`config.mk`:
```
export PLATFORM = sky130hd
export DESIGN_NAME = dpm_host
export DESIGN_NICKNAME = d
export VERILOG_FILES = /design/src/dpm_pkg.sv /design/src/dpm_sync.sv /design/src/dpm_host.sv
export SDC_FILE = /design/constraint.sdc
export NUM_CORES = 1
export LEC_CHECK = 0
export BUFFER_PORTS_ARGS = -buffer_cell sky130_fd_sc_hd__buf_4
export CORE_ASPECT_RATIO = 0.9
export CORE_UTILIZATION = 50
export CTS_BUF_LIST = sky130_fd_sc_hd__clkbuf_4 sky130_fd_sc_hd__clkbuf_8
export CTS_CLUSTER_SIZE = 12
export DETAILED_ROUTE_END_ITERATION = 10
export PLACE_DENSITY = 0.78
export SLEW_MARGIN = 20
export SYNTH_ARGS = -nofsm -noshare
export SYNTH_HDL_FRONTEND = slang
export SYNTH_SLANG_ARGS = --single-unit
```
`constraint.sdc`:
```
create_clock -name sys_clk -period 3.7 [get_ports sys_clk]
set_input_delay 0.185 -clock sys_clk [delete_from_list [all_inputs] [get_ports sys_clk]]
set_output_delay 0.185 -clock sys_clk [all_outputs]
set_load 0.05 [all_outputs]
```
`src/dpm_pkg.sv`:
```
// Constants for the host-side port controller of the dual-port mailbox RAM.
package dpm_pkg;
   localparam int          ADDR_W          = 14;
   localparam int          DATA_W          = 9;
   localparam int          TOKEN_W         = 3;
   localparam logic [13:0] MAIL_LEFT_ADDR  = 14'h3ffe;
   localparam logic [13:0] MAIL_RIGHT_ADDR = 14'h3fff;
   localparam int          CLK_PERIOD_NS   = 100;
   localparam int          T_SETTLE_NS     = 300;
   localparam int          T_STROBE_NS     = 300;
   localparam int          SETTLE_CYC      = (T_SETTLE_NS + CLK_PERIOD_NS - 1) / CLK_PERIOD_NS;
   localparam int          STROBE_CYC      = (T_STROBE_NS + CLK_PERIOD_NS - 1) / CLK_PERIOD_NS;
   localparam logic [3:0]  SETTLE_LOAD     = 4'(SETTLE_CYC - 1);
   localparam logic [3:0]  STROBE_LOAD     = 4'(STROBE_CYC - 1);
   localparam logic [2:0]  ST_IDLE         = 3'h0;
   typedef enum logic [2:0] {
      DPM_IDLE    = 3'b000,
      DPM_SETUP   = 3'b001,
      DPM_SETTLE  = 3'b010,
      DPM_STROBE  = 3'b011,
      DPM_RELEASE = 3'b100
   } dpm_state_t;
endpackage

```
`src/dpm_sync.sv`:
```
// Two-flop synchroniser for levels arriving from the RAM pins.
`timescale 1ns/10ps
module dpm_sync #(
   parameter int W          = 1,
   parameter logic [W-1:0] INIT = '1
) (
   input  wire logic         sys_clk, // System clock.
   input  wire logic         rst_n,   // Asynchronous reset, active low.
   input  wire logic [W-1:0] async_i, // Level from outside the clock domain.
   output logic      [W-1:0] sync_o   // Level safe for logic.
);
   logic [W-1:0] meta_q;

   // The first stage feeds only the second, so metastability never reaches logic.
   always_ff @(posedge sys_clk or negedge rst_n) begin
      if (!rst_n) begin
         meta_q <= INIT;
         sync_o <= INIT;
      end else begin
         meta_q <= async_i;
         sync_o <= meta_q;
      end
   end
endmodule

```
`src/dpm_host.sv`:
```
// Host controller that drives one port of the dual-port mailbox RAM through its pins.
//
// Contract
// - Host holds follower collision input high, or low to block writes.
// - Depth expansion ANDs the parts' collision flags externally.
// - Width expansion uses exactly one lead; all others follow.
// - Hold address and select until collision settles before the write pulse.
// - Token select low reaches semaphores; three low address bits pick one.
`timescale 1ns/10ps
module dpm_host
   import dpm_pkg::*;
(
   input  wire logic              sys_clk,          // System clock, 10 MHz.
   input  wire logic              rst_n,            // Asynchronous reset, active low.
   input  wire logic              cmd_valid,        // Request an access.
   input  wire logic              cmd_write,        // High for write, low for read.
   input  wire logic              cmd_token,        // High to access the semaphore space.
   input  wire logic [ADDR_W-1:0] cmd_addr,         // Word address, or token index in low bits.
   input  wire logic [DATA_W-1:0] cmd_wdata,        // Write data; bit 0 is the token value.
   input  wire logic              cmd_block_writes, // Hold the follower write inhibit low.
   output logic                   cmd_ready,        // Controller idle, request taken.
   output logic                   rsp_valid,        // One-cycle pulse when an access ends.
   output logic      [DATA_W-1:0] rsp_rdata,        // Read data of the last read.
   output logic                   rsp_stalled,      // Write held back by a collision flag.
   output logic                   mail_pending,     // Our mail flag is asserted.
   output logic                   port_select_n,    // RAM array select, active low.
   output logic                   token_select_n,   // Semaphore space select, active low.
   output logic                   write_strobe_n,   // Write strobe, active low.
   output logic                   output_drive_n,   // Output drive request, active low.
   output logic      [ADDR_W-1:0] addr_o,           // Address pins.
   output logic      [DATA_W-1:0] data_o,           // Data pins, driven value.
   output logic                   data_oe,          // Data pins enable, high while we drive.
   input  wire logic [DATA_W-1:0] data_i,           // Data pins, sensed value.
   input  wire logic              collision_flag_n, // Collision flag from the lead part.
   input  wire logic              mail_flag_n,      // Our mail flag from the RAM.
   output logic                   collision_hold_n  // Follower write inhibit level.
);
   dpm_state_t        state_q;
   dpm_state_t        state_d;
   logic [3:0]        cnt_q;
   logic [3:0]        cnt_d;
   logic              wr_q;
   logic              tok_q;
   logic [DATA_W-1:0] data_s;
   logic              busy_s;
   logic              mail_s;

   // All pin inputs pass two flops before any logic looks at them.
   dpm_sync #(.W(DATA_W), .INIT('0)) u_sync_data (
      .sys_clk (sys_clk),
      .rst_n   (rst_n),
      .async_i (data_i),
      .sync_o  (data_s)
   );
   // One collision input serves: depth-expanded arrays AND their flags onto it, and wide
   // arrays send only the single lead's flag, so split decisions never reach this controller.
   dpm_sync #(.W(2), .INIT(2'h3)) u_sync_flags (
      .sys_clk (sys_clk),
      .rst_n   (rst_n),
      .async_i ({collision_flag_n, mail_flag_n}),
      .sync_o  ({busy_s, mail_s})
   );

   // Decode of the sequencer steps.
   wire take_cmd    = (state_q == DPM_IDLE) && cmd_valid;
   wire cnt_done    = (cnt_q == 4'h0);
   wire wr_blocked  = wr_q && !tok_q && !busy_s;
   wire settle_end  = (state_q == DPM_SETTLE) && cnt_done && !wr_blocked;
   wire strobe_end  = (state_q == DPM_STROBE) && cnt_done;
   wire [ADDR_W-1:0] pin_addr = cmd_token ? {{(ADDR_W-TOKEN_W){1'b0}}, cmd_addr[TOKEN_W-1:0]}
                                          : cmd_addr;
   wire [DATA_W-1:0] pin_wdata = cmd_token ? {DATA_W{cmd_wdata[0]}} : cmd_wdata;

   // Next state; a collided write waits in settle rather than pulsing into a gated write.
   always_comb begin
      state_d = state_q;
      cnt_d   = cnt_done ? 4'h0 : cnt_q - 4'h1;
      unique case (state_q)
         DPM_IDLE: begin
            cnt_d = 4'h0;
            if (cmd_valid) begin
               state_d = DPM_SETUP;
            end
         end
         DPM_SETUP: begin
            state_d = DPM_SETTLE;
            cnt_d   = SETTLE_LOAD;
         end
         DPM_SETTLE: begin
            if (settle_end) begin
               state_d = DPM_STROBE;
               cnt_d   = STROBE_LOAD;
            end
         end
         DPM_STROBE: begin
            if (strobe_end) begin
               state_d = DPM_RELEASE;
            end
         end
         DPM_RELEASE: begin
            state_d = DPM_IDLE;
         end
         default: begin
            state_d = DPM_IDLE;
         end
      endcase
   end

   // Sequencer registers and latched request.
   always_ff @(posedge sys_clk or negedge rst_n) begin
      if (!rst_n) begin
         state_q <= DPM_IDLE;
         cnt_q   <= 4'h0;
         wr_q    <= 1'b0;
         tok_q   <= 1'b0;
      end else begin
         state_q <= state_d;
         cnt_q   <= cnt_d;
         if (take_cmd) begin
            wr_q  <= cmd_write;
            tok_q <= cmd_token;
         end
      end
   end

   // Address and write data are set once per request and stay put through the strobe.
   always_ff @(posedge sys_clk or negedge rst_n) begin
      if (!rst_n) begin
         addr_o <= '0;
         data_o <= '0;
      end else if (take_cmd) begin
         addr_o <= pin_addr;
         data_o <= pin_wdata;
      end
   end

   // Selects are held from setup to release, so both are high in idle for standby.
   always_ff @(posedge sys_clk or negedge rst_n) begin
      if (!rst_n) begin
         port_select_n  <= 1'b1;
         token_select_n <= 1'b1;
         data_oe        <= 1'b0;
      end else if (take_cmd) begin
         port_select_n  <= cmd_token;
         token_select_n <= !cmd_token;
         data_oe        <= cmd_write;
      end else if (state_q == DPM_RELEASE) begin
         port_select_n  <= 1'b1;
         token_select_n <= 1'b1;
         data_oe        <= 1'b0;
      end
   end

   // Strobes open only after the collision flag has had time to settle.
   always_ff @(posedge sys_clk or negedge rst_n) begin
      if (!rst_n) begin
         write_strobe_n <= 1'b1;
         output_drive_n <= 1'b1;
      end else if (settle_end) begin
         write_strobe_n <= !wr_q;
         output_drive_n <= wr_q;
      end else if (strobe_end) begin
         write_strobe_n <= 1'b1;
         output_drive_n <= 1'b1;
      end
   end

   // Read data is taken at strobe end, after the synchroniser has caught up.
   always_ff @(posedge sys_clk or negedge rst_n) begin
      if (!rst_n) begin
         rsp_rdata   <= '0;
         rsp_valid   <= 1'b0;
         cmd_ready   <= 1'b0;
         rsp_stalled <= 1'b0;
      end else begin
         if (strobe_end && !wr_q) begin
            rsp_rdata <= data_s;
         end
         rsp_valid   <= (state_q == DPM_RELEASE);
         cmd_ready   <= (state_d == DPM_IDLE) && !take_cmd;
         rsp_stalled <= (state_q == DPM_SETTLE) && cnt_done && wr_blocked;
      end
   end

   // Mail flag and follower inhibit levels; both registered to keep outputs glitch free.
   always_ff @(posedge sys_clk or negedge rst_n) begin
      if (!rst_n) begin
         mail_pending     <= 1'b0;
         collision_hold_n <= 1'b1;
      end else begin
         mail_pending     <= !mail_s;
         collision_hold_n <= !cmd_block_writes;
      end
   end
endmodule

```
==> Word-level counts from Yosys, hierarchy flattened <==
Cells that the tools add are included.
{ "word_totals": {"latch_bits": 0, "ram_bits": 0, "wordCells": 65, "inputBits": 40, "romBits": 0, "reg_bits": 73, "out_inout_bits": 42, "memories": 0} }
{ "op_classes": {"mul": 0, "shift": 0, "div_mod_pow": 0, "n_reduce_logical": 22, "n_eq_ne": 4, "magnitude_cmp": 0, "addsub": 1, "bitwise_logic": 0, "muxes": 17} }
{ "ops": {"columns": ["op", "n"], "rows": [
  ["$mux 14", 1],
  ["$pmux 3 s4", 1],
  ["$pmux 4 s3", 1],
  ["$logic_and 1x1->1", 9],
  ["$mux 3", 3],
  ["$mux 9", 1],
  ["$logic_not 1->1", 8],
  ["$mux 1", 8],
  ["$mux 4", 2],
  ["$eq 3x2->1 const B", 2],
  ["$logic_not 3->1", 2],
  ["$logic_not 4->1", 1],
  ["$reduce_bool 2->1", 2],
  ["$sub 4x1->4 const B", 1],
  ["$eq 3x1->1 const B", 1],
  ["$eq 3x3->1 const B", 1]
]} }

==> Logic depth before layout (Yosys ltp) <==
Gate-level depths: netlist of run 1.
{ "depth": {"ltp_word": 9, "mapped_depth": 6} }

==> Modules after synthesis <==
Synthesis of run 1 repeated with hierarchy kept, for this count alone.
{ "hier_totals": {"cells_unflattened": 217, "hier_area_um2": 2652.5} }
{ "modules_own_cells": {"columns": ["module", "area_per_inst_um2", "seq_area_each_um2", "cells_per_inst", "instances"], "rows": [
  ["dpm_host", 2097.0, 1282.5, 195, 1],
  ["dpm_sync at u_sync_data", 450.4, 450.4, 18, 1],
  ["dpm_sync at u_sync_flags", 105.1, 105.1, 4, 1]
]} }

==> Least setup slack after synthesis of run 1 <==
OpenSTA, ideal clock, no wires.
{ "synth_path": {"kind": "reg2reg", "startpoint": "reg cnt_q[1]", "endpoint": "reg rsp_rdata[0]", "stages_incl_launch_ff": 5, "period_less_slack_ps": 2066, "path_slack_ps": 1634, "setup_ps": 125, "required_ps": 3575, "arrival_ps": 1941, "cell_sequence": "dfrtp_1 -> or4_4 -> or4b_4 -> buf_6 -> mux2_4"} }
{ "synth_via": {"elab_chain_cells": 3} }
{ "synth_lines": {"columns": ["element", "line_no", "text"], "rows": [
  ["from (decl)", "dpm_host.sv:40", "logic [3:0] cnt_q;"],
  ["from (signal assigned)", "dpm_host.sv:118", "cnt_q <= cnt_d;"],
  ["$logic_not 4->1", "dpm_host.sv:66", "wire cnt_done = (cnt_q == 4'h0);"],
  ["$logic_and 1x1->1", "dpm_host.sv:69", "wire strobe_end = (state_q == DPM_STROBE) && cnt_done;"],
  ["$logic_and 1x1->1", "dpm_host.sv:176", "if (strobe_end && !wr_q) begin"],
  ["to (signal assigned)", "dpm_host.sv:177", "rsp_rdata <= data_s;"],
  ["to (decl)", "dpm_host.sv:23", "output logic [DATA_W-1:0] rsp_rdata,"]
]} }
Every way passes these cells.
A chain may end at the register's enable or synchronous reset.

==> Worst setup path after layout of run 1 <==
{ "layout_path": {"startpoint": "reg cnt_q[0]", "endpoint": "reg rsp_rdata[0]"} }
Same word-level chain as after synthesis.

==> results of run 1 <==
repair_timing:
action,4_1_cts,5_1_grt
hold endpoints to repair,70,0
setup buffers,0,0
hold buffers,13,0
setup endpoints to repair,0,0
kinds of logic (layout without fill, tap and decap cells):
family | after synthesis | after routing | synth area share
mux | 9 | 9 | 0.05082
flops | 73 | 73 | 0.6913
buf+inv | 16 | 115 | 0.02541
compound gates | 31 | 31 | 0.06918
simple gates | 90 | 90 | 0.1633
registers in the layout, summed over array words and instances (netlist names), 2 cells and up:
| register | cells |
|---|---|
| u_sync_data.sync_o | 9 |
| addr_o | 14 |
| cnt_q | 4 |
| u_sync_flags.sync_o | 2 |
| u_sync_data.meta_q | 9 |
| data_o | 9 |
| rsp_rdata | 9 |
| u_sync_flags.meta_q | 2 |
| state_q | 3 |
path summary, 6_finish.rpt:
path | end | start | slack, ns
setup / recovery | rsp_rdata[0]$_DFFE_PN0P_ | cnt_q[0]$_DFF_PN0_ | 1.54
hold / removal | addr_o[0]$_DFFE_PN0P_ | cmd_addr[0] | 0.03
hold reg to reg | u_sync_data.sync_o[5]$_DFF_PN0_ | u_sync_data.meta_q[5]$_DFF_PN0_ | 0.35
max in group asynchronous | u_sync_data.meta_q[3]$_DFF_PN0_ | rst_n | 2.63
min in group asynchronous | rsp_stalled$_DFF_PN0_ | rst_n | 0.51
setup reg to reg | rsp_rdata[0]$_DFFE_PN0P_ | cnt_q[0]$_DFF_PN0_ | 1.54
worst max-delay path, delay by kind of cell (launching register included):
family	cells	cell delay (ns)
simple gates	2	1.25
flops	1	0.46
mux	1	0.35
through the flow:
| step | cells | util |
|---|---|---|
| after floorplan | 219 | - |
| after global placement | 354 | 0.6639 |
| after detailed placement | 354 | 0.6639 |
| after CTS | 383 | 0.7349 |
| after global routing | 383 | 0.7349 |
| final | 383 | 0.7349 |
cell usage in the layout, fill, tap and decap left out, types with 2 or more instances in the layout:
| cell | netlist | final |
|---|---|---|
| nor3b_1 | 2 | 2 |
| o21ai_0 | 12 | 12 |
| dfrtp_1 | 64 | 64 |
| dfstp_2 | 9 | 9 |
| nor3_1 | 5 | 5 |
| dlygate4sd3_1 | 0 | 13 |
| a21oi_1 | 10 | 10 |
| nand2_1 | 50 | 50 |
| inv_1 | 3 | 3 |
| and2_1 | 3 | 3 |
| buf_4 | 0 | 82 |
| clkbuf_8 | 0 | 10 |
| or2_2 | 2 | 2 |
| nor2_1 | 5 | 5 |
| o31ai_1 | 2 | 2 |
| clkinv_2 | 0 | 2 |
| mux2_4 | 9 | 9 |
| nand3_1 | 12 | 12 |
| bufinv_16 | 0 | 2 |
| or4b_2 | 2 | 2 |
report_power, final:
group	total (uW)	switching, uW	internal, uW	leakage [uW]
sequential	1240	186	1050	0.000889
combinational	1500	989	513	0.000839
clock	684	279	404	0.000117
area by class of cell:
type	count	area, sq um	share of cell area
well taps	65	81.33	0.02220
clock inverters	5	78.83	0.02152
clock buffers	11	145.1	0.03962
flip-flops and latches	73	1838	0.5017
repair buffers	95	745.7	0.2036
multi-input cells	130	759.5	0.2073
inverters	4	15.01	0.004098
routing by layer:
| metal | up-vias | GRT usage | routed length, um | share of wire |
|---|---|---|---|---|
| li1 | 921 | - | - | - |
| met1 | 925 | 0.2689 | 2241 | 0.41 |
| met2 | 60 | 0.3575 | 2766 | 0.51 |
| met3 | 4 | 0.1071 | 409 | 0.075 |
| met4 | 0 | 0.05455 | 25 | 0.0046 |
| met5 | - | 0 | 0 | 0 |
==> results_dict.tcl, run 1 <==
set metrics [dict create \
    crit_fanout 9 \
    setup_ws_ns 1.537 \
    grt_pass1_wl_um 9142 \
    finalHoldWorstSlack_ns 0.03205 \
    placed_cell_area_sq_um 3309 \
    synth_area_leaders "dfrtp_1, dfstp_2, nand2_1" \
    synth.distinct_cells 35 \
    cts-root-buf "clkbuf_8" \
    dp_slack_ns 1.545 \
    gp_congestion 0.7502 \
    ant_nets 0 \
    fp-row-count 24 \
    die_y_um 71.18 \
    cts_tree "yes" \
    diodes 0 \
    cts_resized 0 \
    globalRouteOverflowTotal 0 \
    slowest_stage "or4b_4" \
    ff2ff_path_depth 3 \
    routed_wl_um 5442 \
    p_leak_uw 0.001844 \
    start_util 0.5334 \
    syn_to_final_growth_pct 37.79 \
    status "finished clean" \
    track_usage 0.2212 \
    cts_buffer_depth 2 \
    ios 82 \
    setup_viol 0 \
    timing.final.crit_period_ns 2.163 \
    core-area_sq_um 4985 \
    drcViolationCount 0 \
    drive_above_1_share 0.3931 \
    min_path_cells 3 \
    post-synth-top-area-fraction 0.6024 \
    die_area_sq_um 5614 \
    finClkSkew_ns 0.007374 \
    syn_nets 259 \
    synth_edf_count 0 \
    finalCritPeriodShare 0.5847 \
    critPathLaunchType "register" \
    htree_levels 3 \
    clock-sinks 73 \
    syn_area_sq_um 2659 \
    vias 1910 \
    final_nets 353 \
    crit_type "reg -> reg" \
    synthTopCellsByCount "dfrtp_1, nand2_1, nand3_1, o21ai_0" \
    viasPerCell 4.987 \
    crit_required_ns 3.92 \
    synth_top_area_cell "dfrtp_1" \
    cts_made_buffers 9 \
    clk_pin_slew_ns 0.07 \
    drt_pre_antenna_iters 4 \
    power_uw 3421 \
    drtIter0Drc 136 \
    grt_pass1_vias 1963 \
    yosysSeqAreaShare 0.6913 \
    vdd_ir_drop_max_mv 0.5590 \
    crit_path_end_kind "register" \
    path_cells "or4_4 > or4b_4 > mux2_4" \
    die_x_um 78.87 \
    max_slew_margin 0.4145 \
    cpPeakStageDelay_ns 0.66 \
    rsz0062_at_grt "false" \
    finalMaxSlewViolations 0 \
    avgSynthCellArea_sq_um 12.14 \
    clock.fmax_mhz 462.2 \
    grt_max_degree 74 \
    portBuffers 81 \
    min_path_type "in -> reg" \
    power_density_nw_per_um2 933.9 \
    hold_violations 0 \
    setup_tns_ns 0 \
    ys_async_sr_fraction 1.000 \
    fillers 363 \
    dp_hpwl_um 3630 \
    dominantRegCellSynth "dfrtp_1" \
    stdcell_area_sq_um 3664 \
    post_drt_wl_per_cell_um 14.21 \
    yosysMostFrequentCell "dfrtp_1" \
    clock_latency_ns 0.34 \
    synth_cells 219 \
    tightest_slew_ns 0.8783 \
    synth_seq_cells 73 \
    yosysWarnings 0 \
    worstPathArrival_ns 2.38 \
    antenna_found_initial 0 \
    cap_violations 0 \
]
(Power assumes the default switching activity.)
==> run 2: changes to the inputs <==
clock period = 2.2 ns   (was 3.7 ns; I/O delays follow)
==> run 2 against run 1 <==
  * Clock-buffer cell count unchanged
  * Utilization increased by 3.1 points
  * Via count increased by 5.4%
  * Worst setup slack got worse by 1.4 ns
  * Register-to-register slack got worse by 1.4 ns
  * Wire length increased by 12%
  * Worst hold slack got worse by 0.0087 ns
  * Fmax increased by 2.4%
  * Power increased by 66%
  * Largest cell class unchanged
  * Highest routed layer unchanged
==> results_dict.tcl, run 2 (synthesis results as in run 1) <==
set metrics [dict create \
    status "finished clean" \
    ant_nets 0 \
    die_y_um 71.18 \
    grt_pass1_wl_um 9936 \
    clk_pin_slew_ns 0.07 \
    antenna_found_initial 0 \
    fillers 334 \
    r2r-start "cnt_q[1]$_DFF_PN0_" \
    drive_above_1_share 0.3817 \
    diodes 0 \
    vias 2013 \
    gp_congestion 0.7483 \
    timing.reg2reg.setup_slack_ns 0.09 \
    busiest_layer "met2" \
    finalMaxSlewViolations 0 \
    final_cell_mix "buf_4, dfrtp_1, nand2_1, dlygate4sd3_1" \
    cts_resized 0 \
    power_frac_comb 0.468 \
    top_register "addr_o" \
    grt_max_degree 74 \
    finalCritPeriodShare 0.9602 \
    met3_usage 0.09419 \
    portBuffers 81 \
    start_util 0.5334 \
    power.share.sequential 0.359 \
    crit_type "reg -> reg" \
    cell_internal_pwr_uw 3159 \
    hold_end "tok_q$_DFFE_PN0P_" \
    largest_reg_flops 14 \
    grtUsageMet1 0.2993 \
    drcViolationCount 0 \
    track_usage 0.2408 \
    core-area_sq_um 4985 \
    dp_hpwl_um 3555 \
    post_drt_wl_per_cell_um 15.12 \
    crit_required_ns 2.42 \
    final_nets 373 \
    grt_pass1_vias 2040 \
    vdd_ir_drop_max_mv 0.9600 \
    ff2ff_path_depth 3 \
    hold_violations 0 \
    setup_viol 0 \
    rsz0062_at_grt "false" \
    viasPerCell 4.995 \
    power.switching_uw 2529 \
    clock-sinks 73 \
    ios 82 \
    mostFrequentLayoutCell "buf_4" \
    cts_tree "yes" \
    clock.fmax_mhz 473.4 \
    crit_fanout 9 \
    cts_buffer_depth 2 \
    register_area_sq_um 1838 \
    clockPowerShare 0.173 \
    clock_latency_ns 0.35 \
    min_from "cmd_token" \
    multiInputGateArea_sq_um 759.5 \
    critPathLaunchType "register" \
    p_sw_frac 0.4446 \
    min_path_cells 3 \
    globalRouteOverflowTotal 0 \
    drtIter0Drc 133 \
    cap_violations 0 \
    fp-row-count 24 \
    tightest_slew_ns 0.8757 \
    timing.final.crit_period_ns 2.112 \
    r2r-end "rsp_rdata[1]$_DFFE_PN0P_" \
    min_path_type "in -> reg" \
    power_density_nw_per_um2 1489 \
    max_slew_margin 0.4162 \
    drt_pre_antenna_iters 5 \
    finalHoldWorstSlack_ns 0.02334 \
    syn_to_final_growth_pct 43.62 \
    cts-root-buf "clkbuf_8" \
    die_area_sq_um 5614 \
    die_x_um 78.87 \
    setup_tns_ns 0 \
    finClkSkew_ns 0.01132 \
    crit_path_end_kind "register" \
    routed_wl_um 6094 \
    grt_use_met2 0.4000 \
    cts_made_buffers 9 \
    htree_levels 3 \
    worstPathArrival_ns 2.34 \
    p_leak_uw 0.001906 \
]
[run 2: changes by cell type in the layout (fill, tap and decap cells not counted), sizes merged]
cell         delta
dlygate4sd3    +16
buf             +4
clkinv          -2
bufinv          -2
clkinvlp        +2
inv             +2
[run 2: how the worst max path moves through the flow]
stage	start	end	slack (ns)	cells past startpoint
global placement	cnt_q[1]$_DFF_PN0_	rsp_rdata[3]$_DFFE_PN0P_	0.17	3
global route	cnt_q[1]$_DFF_PN0_	rsp_rdata[1]$_DFFE_PN0P_	0.07	3
finish	cnt_q[1]$_DFF_PN0_	rsp_rdata[1]$_DFFE_PN0P_	0.09	3
detailed placement	cnt_q[1]$_DFF_PN0_	rsp_rdata[1]$_DFFE_PN0P_	0.14	3
floorplan	cnt_q[1]$_DFF_PN0_	rsp_rdata[0]$_DFFE_PN0P_	0.13	4
CTS	cnt_q[3]$_DFF_PN0_	rsp_rdata[1]$_DFFE_PN0P_	0.12	3
[run 2: cell type report]
class                           instances  share of cell area
Clock inverter                          5            0.009830
Multi-Input combinational cell        130              0.1989
Timing Repair Buffer                  115              0.2451
Tap cell                               65             0.02130
Clock buffer                           11             0.03965
Inverter                                4            0.003932
Sequential cell                        73              0.4813
[run 2: repair_timing]
action	in CTS	in global routing
hold buffers	29	0
endpoints found under the hold margin	92	0
endpoints found under the setup margin	0	0
buffers inserted	0	0
[run 2: metrics by stage]
step	cells	util	worst slack [ns]	total power, uW	area (sq um)
detailed placement	358	0.6699	0.1436	4648	3339
CTS	403	0.7661	0.1201	5686	3819
global placement	358	0.6699	0.1706	4586	3339
floorplan	219	-	0.1344	3844	2659
finish	403	0.7661	0.08760	5688	3819
global route	403	0.7661	0.07327	5973	3819
[run 2: power by group through the flow]
stage	registers (uW)	clock network [uW]	logic, uW
after floorplan	3080	0	767
final	2040	985	2660
after CTS	2030	1000	2650
after global routing	2090	1070	2820
after global placement	2030	0	2550
after detailed placement	2050	0	2600
[run 2: layer usage]
metal,wire [um],vias up
met5,0,-
met4,55,0
met3,409,6
met2,3083,77
met1,2546,970
li1,-,960
[run 2: critical path, cell delays in order (launching register included)]
cell,delay [ns]
dfrtp_1,0.41
or4_4,0.58
or4b_4,0.66
mux2_4,0.34
==> run 3: changes to the inputs <==
clock period = 2 ns   (was 2.2 ns; I/O delays follow)
==> run 3 against run 2 <==
  * Die area stayed put
  * Final area is 1.1% higher
  * First-iteration DRC count is 18% lower
  * Global-route usage is 0.23 points lower
  * Worst hold slack worse by 0.0020 ns
  * Worst setup slack worse by 0.031 ns
  * Largest cell class unchanged
==> results_dict.tcl, run 3 (synthesis results as in run 1) <==
set metrics [dict create \
    power.switching_uw 2775 \
    p_leak_uw 0.001930 \
    status "finished clean" \
    htree_levels 3 \
    setup_tns_ns 0 \
    cts-root-buf "clkbuf_8" \
    power_density_nw_per_um2 1620 \
    power_frac_comb 0.483 \
    finClkSkew_ns 0.009768 \
    drtIter0Drc 109 \
    gp_congestion 0.8122 \
    die_x_um 78.87 \
    vias 2023 \
    antenna_found_initial 0 \
    drt_pre_antenna_iters 4 \
    cts_made_buffers 9 \
    vdd_ir_drop_max_mv 1.065 \
    cts_buffer_depth 2 \
    crit_fanout 5 \
    worstPathArrival_ns 2.17 \
    tightest_slew_ns 0.8674 \
    power.share.sequential 0.357 \
    final_cell_mix "buf_4, dfrtp_1, nand2_1, dlygate4sd3_1" \
    final_cells 410 \
    rsz0062_at_grt "false" \
    max_slew_margin 0.4218 \
    hold_end "tok_q$_DFFE_PN0P_" \
    final_nets 380 \
    critPathLaunchType "register" \
    timing.final.crit_period_ns 1.943 \
    fp-row-count 24 \
    finalMaxSlewViolations 0 \
    ios 82 \
    clock_latency_ns 0.34 \
    stdcell_area_sq_um 3860 \
    dp.cells 364 \
    viasPerCell 4.934 \
    drcViolationCount 0 \
    die_y_um 71.18 \
    setup_viol 0 \
    ant_nets 0 \
    cts_tree "yes" \
    globalRouteOverflowTotal 0 \
    post_drt_wl_per_cell_um 14.70 \
    min_from "cmd_token" \
    clock.fmax_mhz 514.6 \
    min_path_type "in -> reg" \
    portBuffers 81 \
    top_register "addr_o" \
    clock-sinks 73 \
    placed_cell_area_sq_um 3385 \
    largest_reg_flops 14 \
    crit_type "reg -> reg" \
    core-area_sq_um 4985 \
    die_area_sq_um 5614 \
    crit_required_ns 2.23 \
    start_util 0.5334 \
    clk_pin_slew_ns 0.07 \
    grt_pass1_wl_um 9798 \
    diodes 0 \
    dp_hpwl_um 3646 \
    routed_wl_um 6027 \
    clockPowerShare 0.160 \
    drive_above_1_share 0.3942 \
    finalCritPeriodShare 0.9716 \
    grt_pass1_vias 2099 \
    p_sw_frac 0.4439 \
    track_usage 0.2385 \
    r2r-end "rsp_rdata[3]$_DFFE_PN0P_" \
    crit_path_end_kind "register" \
    min_path_cells 3 \
    ff2ff_path_depth 3 \
    mostFrequentLayoutCell "buf_4" \
    grt_max_degree 74 \
    cap_violations 0 \
    hold_violations 0 \
    timing.reg2reg.setup_slack_ns 0.06 \
    cell_internal_pwr_uw 3477 \
    r2r-start "cnt_q[3]$_DFF_PN0_" \
    syn_to_final_growth_pct 45.18 \
]
==> run 3: changes by cell type in the layout (fill, tap and decap cells not counted) <==
cell / delta
clkbuf_4: +2
clkbuf_8: -2
inv_6: -2
clkinvlp_4: +1
or4b_4: +1
clkinv_2: +1
buf_4: +6
==> run 3: area by class of cell <==
class,count,area [sq um]
sequential,73,1838
fill,327,1125
timing repair buffer,121,980.9
multi-input combinational,131,773.2
clock buffer,11,138.9
tap,65,81.33
clock inverter,5,32.53
inverter,4,15.01
==> run 3: worst max path at each step <==
| stage | from | end | slack (ns) | cells past startpoint |
|---|---|---|---|---|
| after floorplan | cnt_q[0]$_DFF_PN0_ | rsp_rdata[0]$_DFFE_PN0P_ | -0.05 | 4 |
| after global placement | cnt_q[3]$_DFF_PN0_ | rsp_rdata[2]$_DFFE_PN0P_ | 0.02 | 3 |
| after detailed placement | cnt_q[3]$_DFF_PN0_ | rsp_rdata[5]$_DFFE_PN0P_ | -0.01 | 3 |
| after CTS | cnt_q[3]$_DFF_PN0_ | rsp_rdata[3]$_DFFE_PN0P_ | 0.007 | 3 |
| after global routing | cnt_q[3]$_DFF_PN0_ | rsp_rdata[0]$_DFFE_PN0P_ | 0.03 | 3 |
| final | cnt_q[3]$_DFF_PN0_ | rsp_rdata[3]$_DFFE_PN0P_ | 0.06 | 3 |
==> run 3: routing by layer <==
metal  share of wire  track usage  up-vias
li1                -            -      986
met1            0.40       0.2832      965
met2            0.52       0.3971       66
met3           0.065      0.09806        6
met4          0.0095      0.07677        0
met5               0            0        -
==> run 3: timing repair <==
action / 4_1_cts / 5_1_grt
pin swaps: 1 / 0
hold endpoints to repair: 93 / 0
buffers inserted: 0 / 0
gates cloned: 0 / 1
endpoints found under the setup margin: 9 / 6
resized for setup: 0 / 1
hold buffers: 29 / 0
==> run 3: worst max-delay path: stages, from the launching register on <==
cell and delay (ns):
dfrtp_1 0.38, or4_4 0.55, or4b_4 0.57, mux2_4 0.33
==> run 3: per-stage QoR <==
stage	power [uW]	utilization	hold WS, ns	worst slack (ns)
global route	6569	0.7743	0.01902	0.03440
detailed placement	5179	0.6790	0.2108	-0.01277
global placement	5097	0.6790	0.2093	0.01997
CTS	6236	0.7716	0.002498	0.007282
finish	6252	0.7743	0.02137	0.05686
floorplan	4227	-	-0.1956	-0.05381
==> run 3: power groups by stage <==
stage | logic [uW] | clock network, uW | registers, uW
floorplan | 843 | 0 | 3380
global placement | 2880 | 0 | 2220
detailed placement | 2940 | 0 | 2230
CTS | 2990 | 1020 | 2220
global route | 3190 | 1090 | 2290
finish | 3020 | 999 | 2230
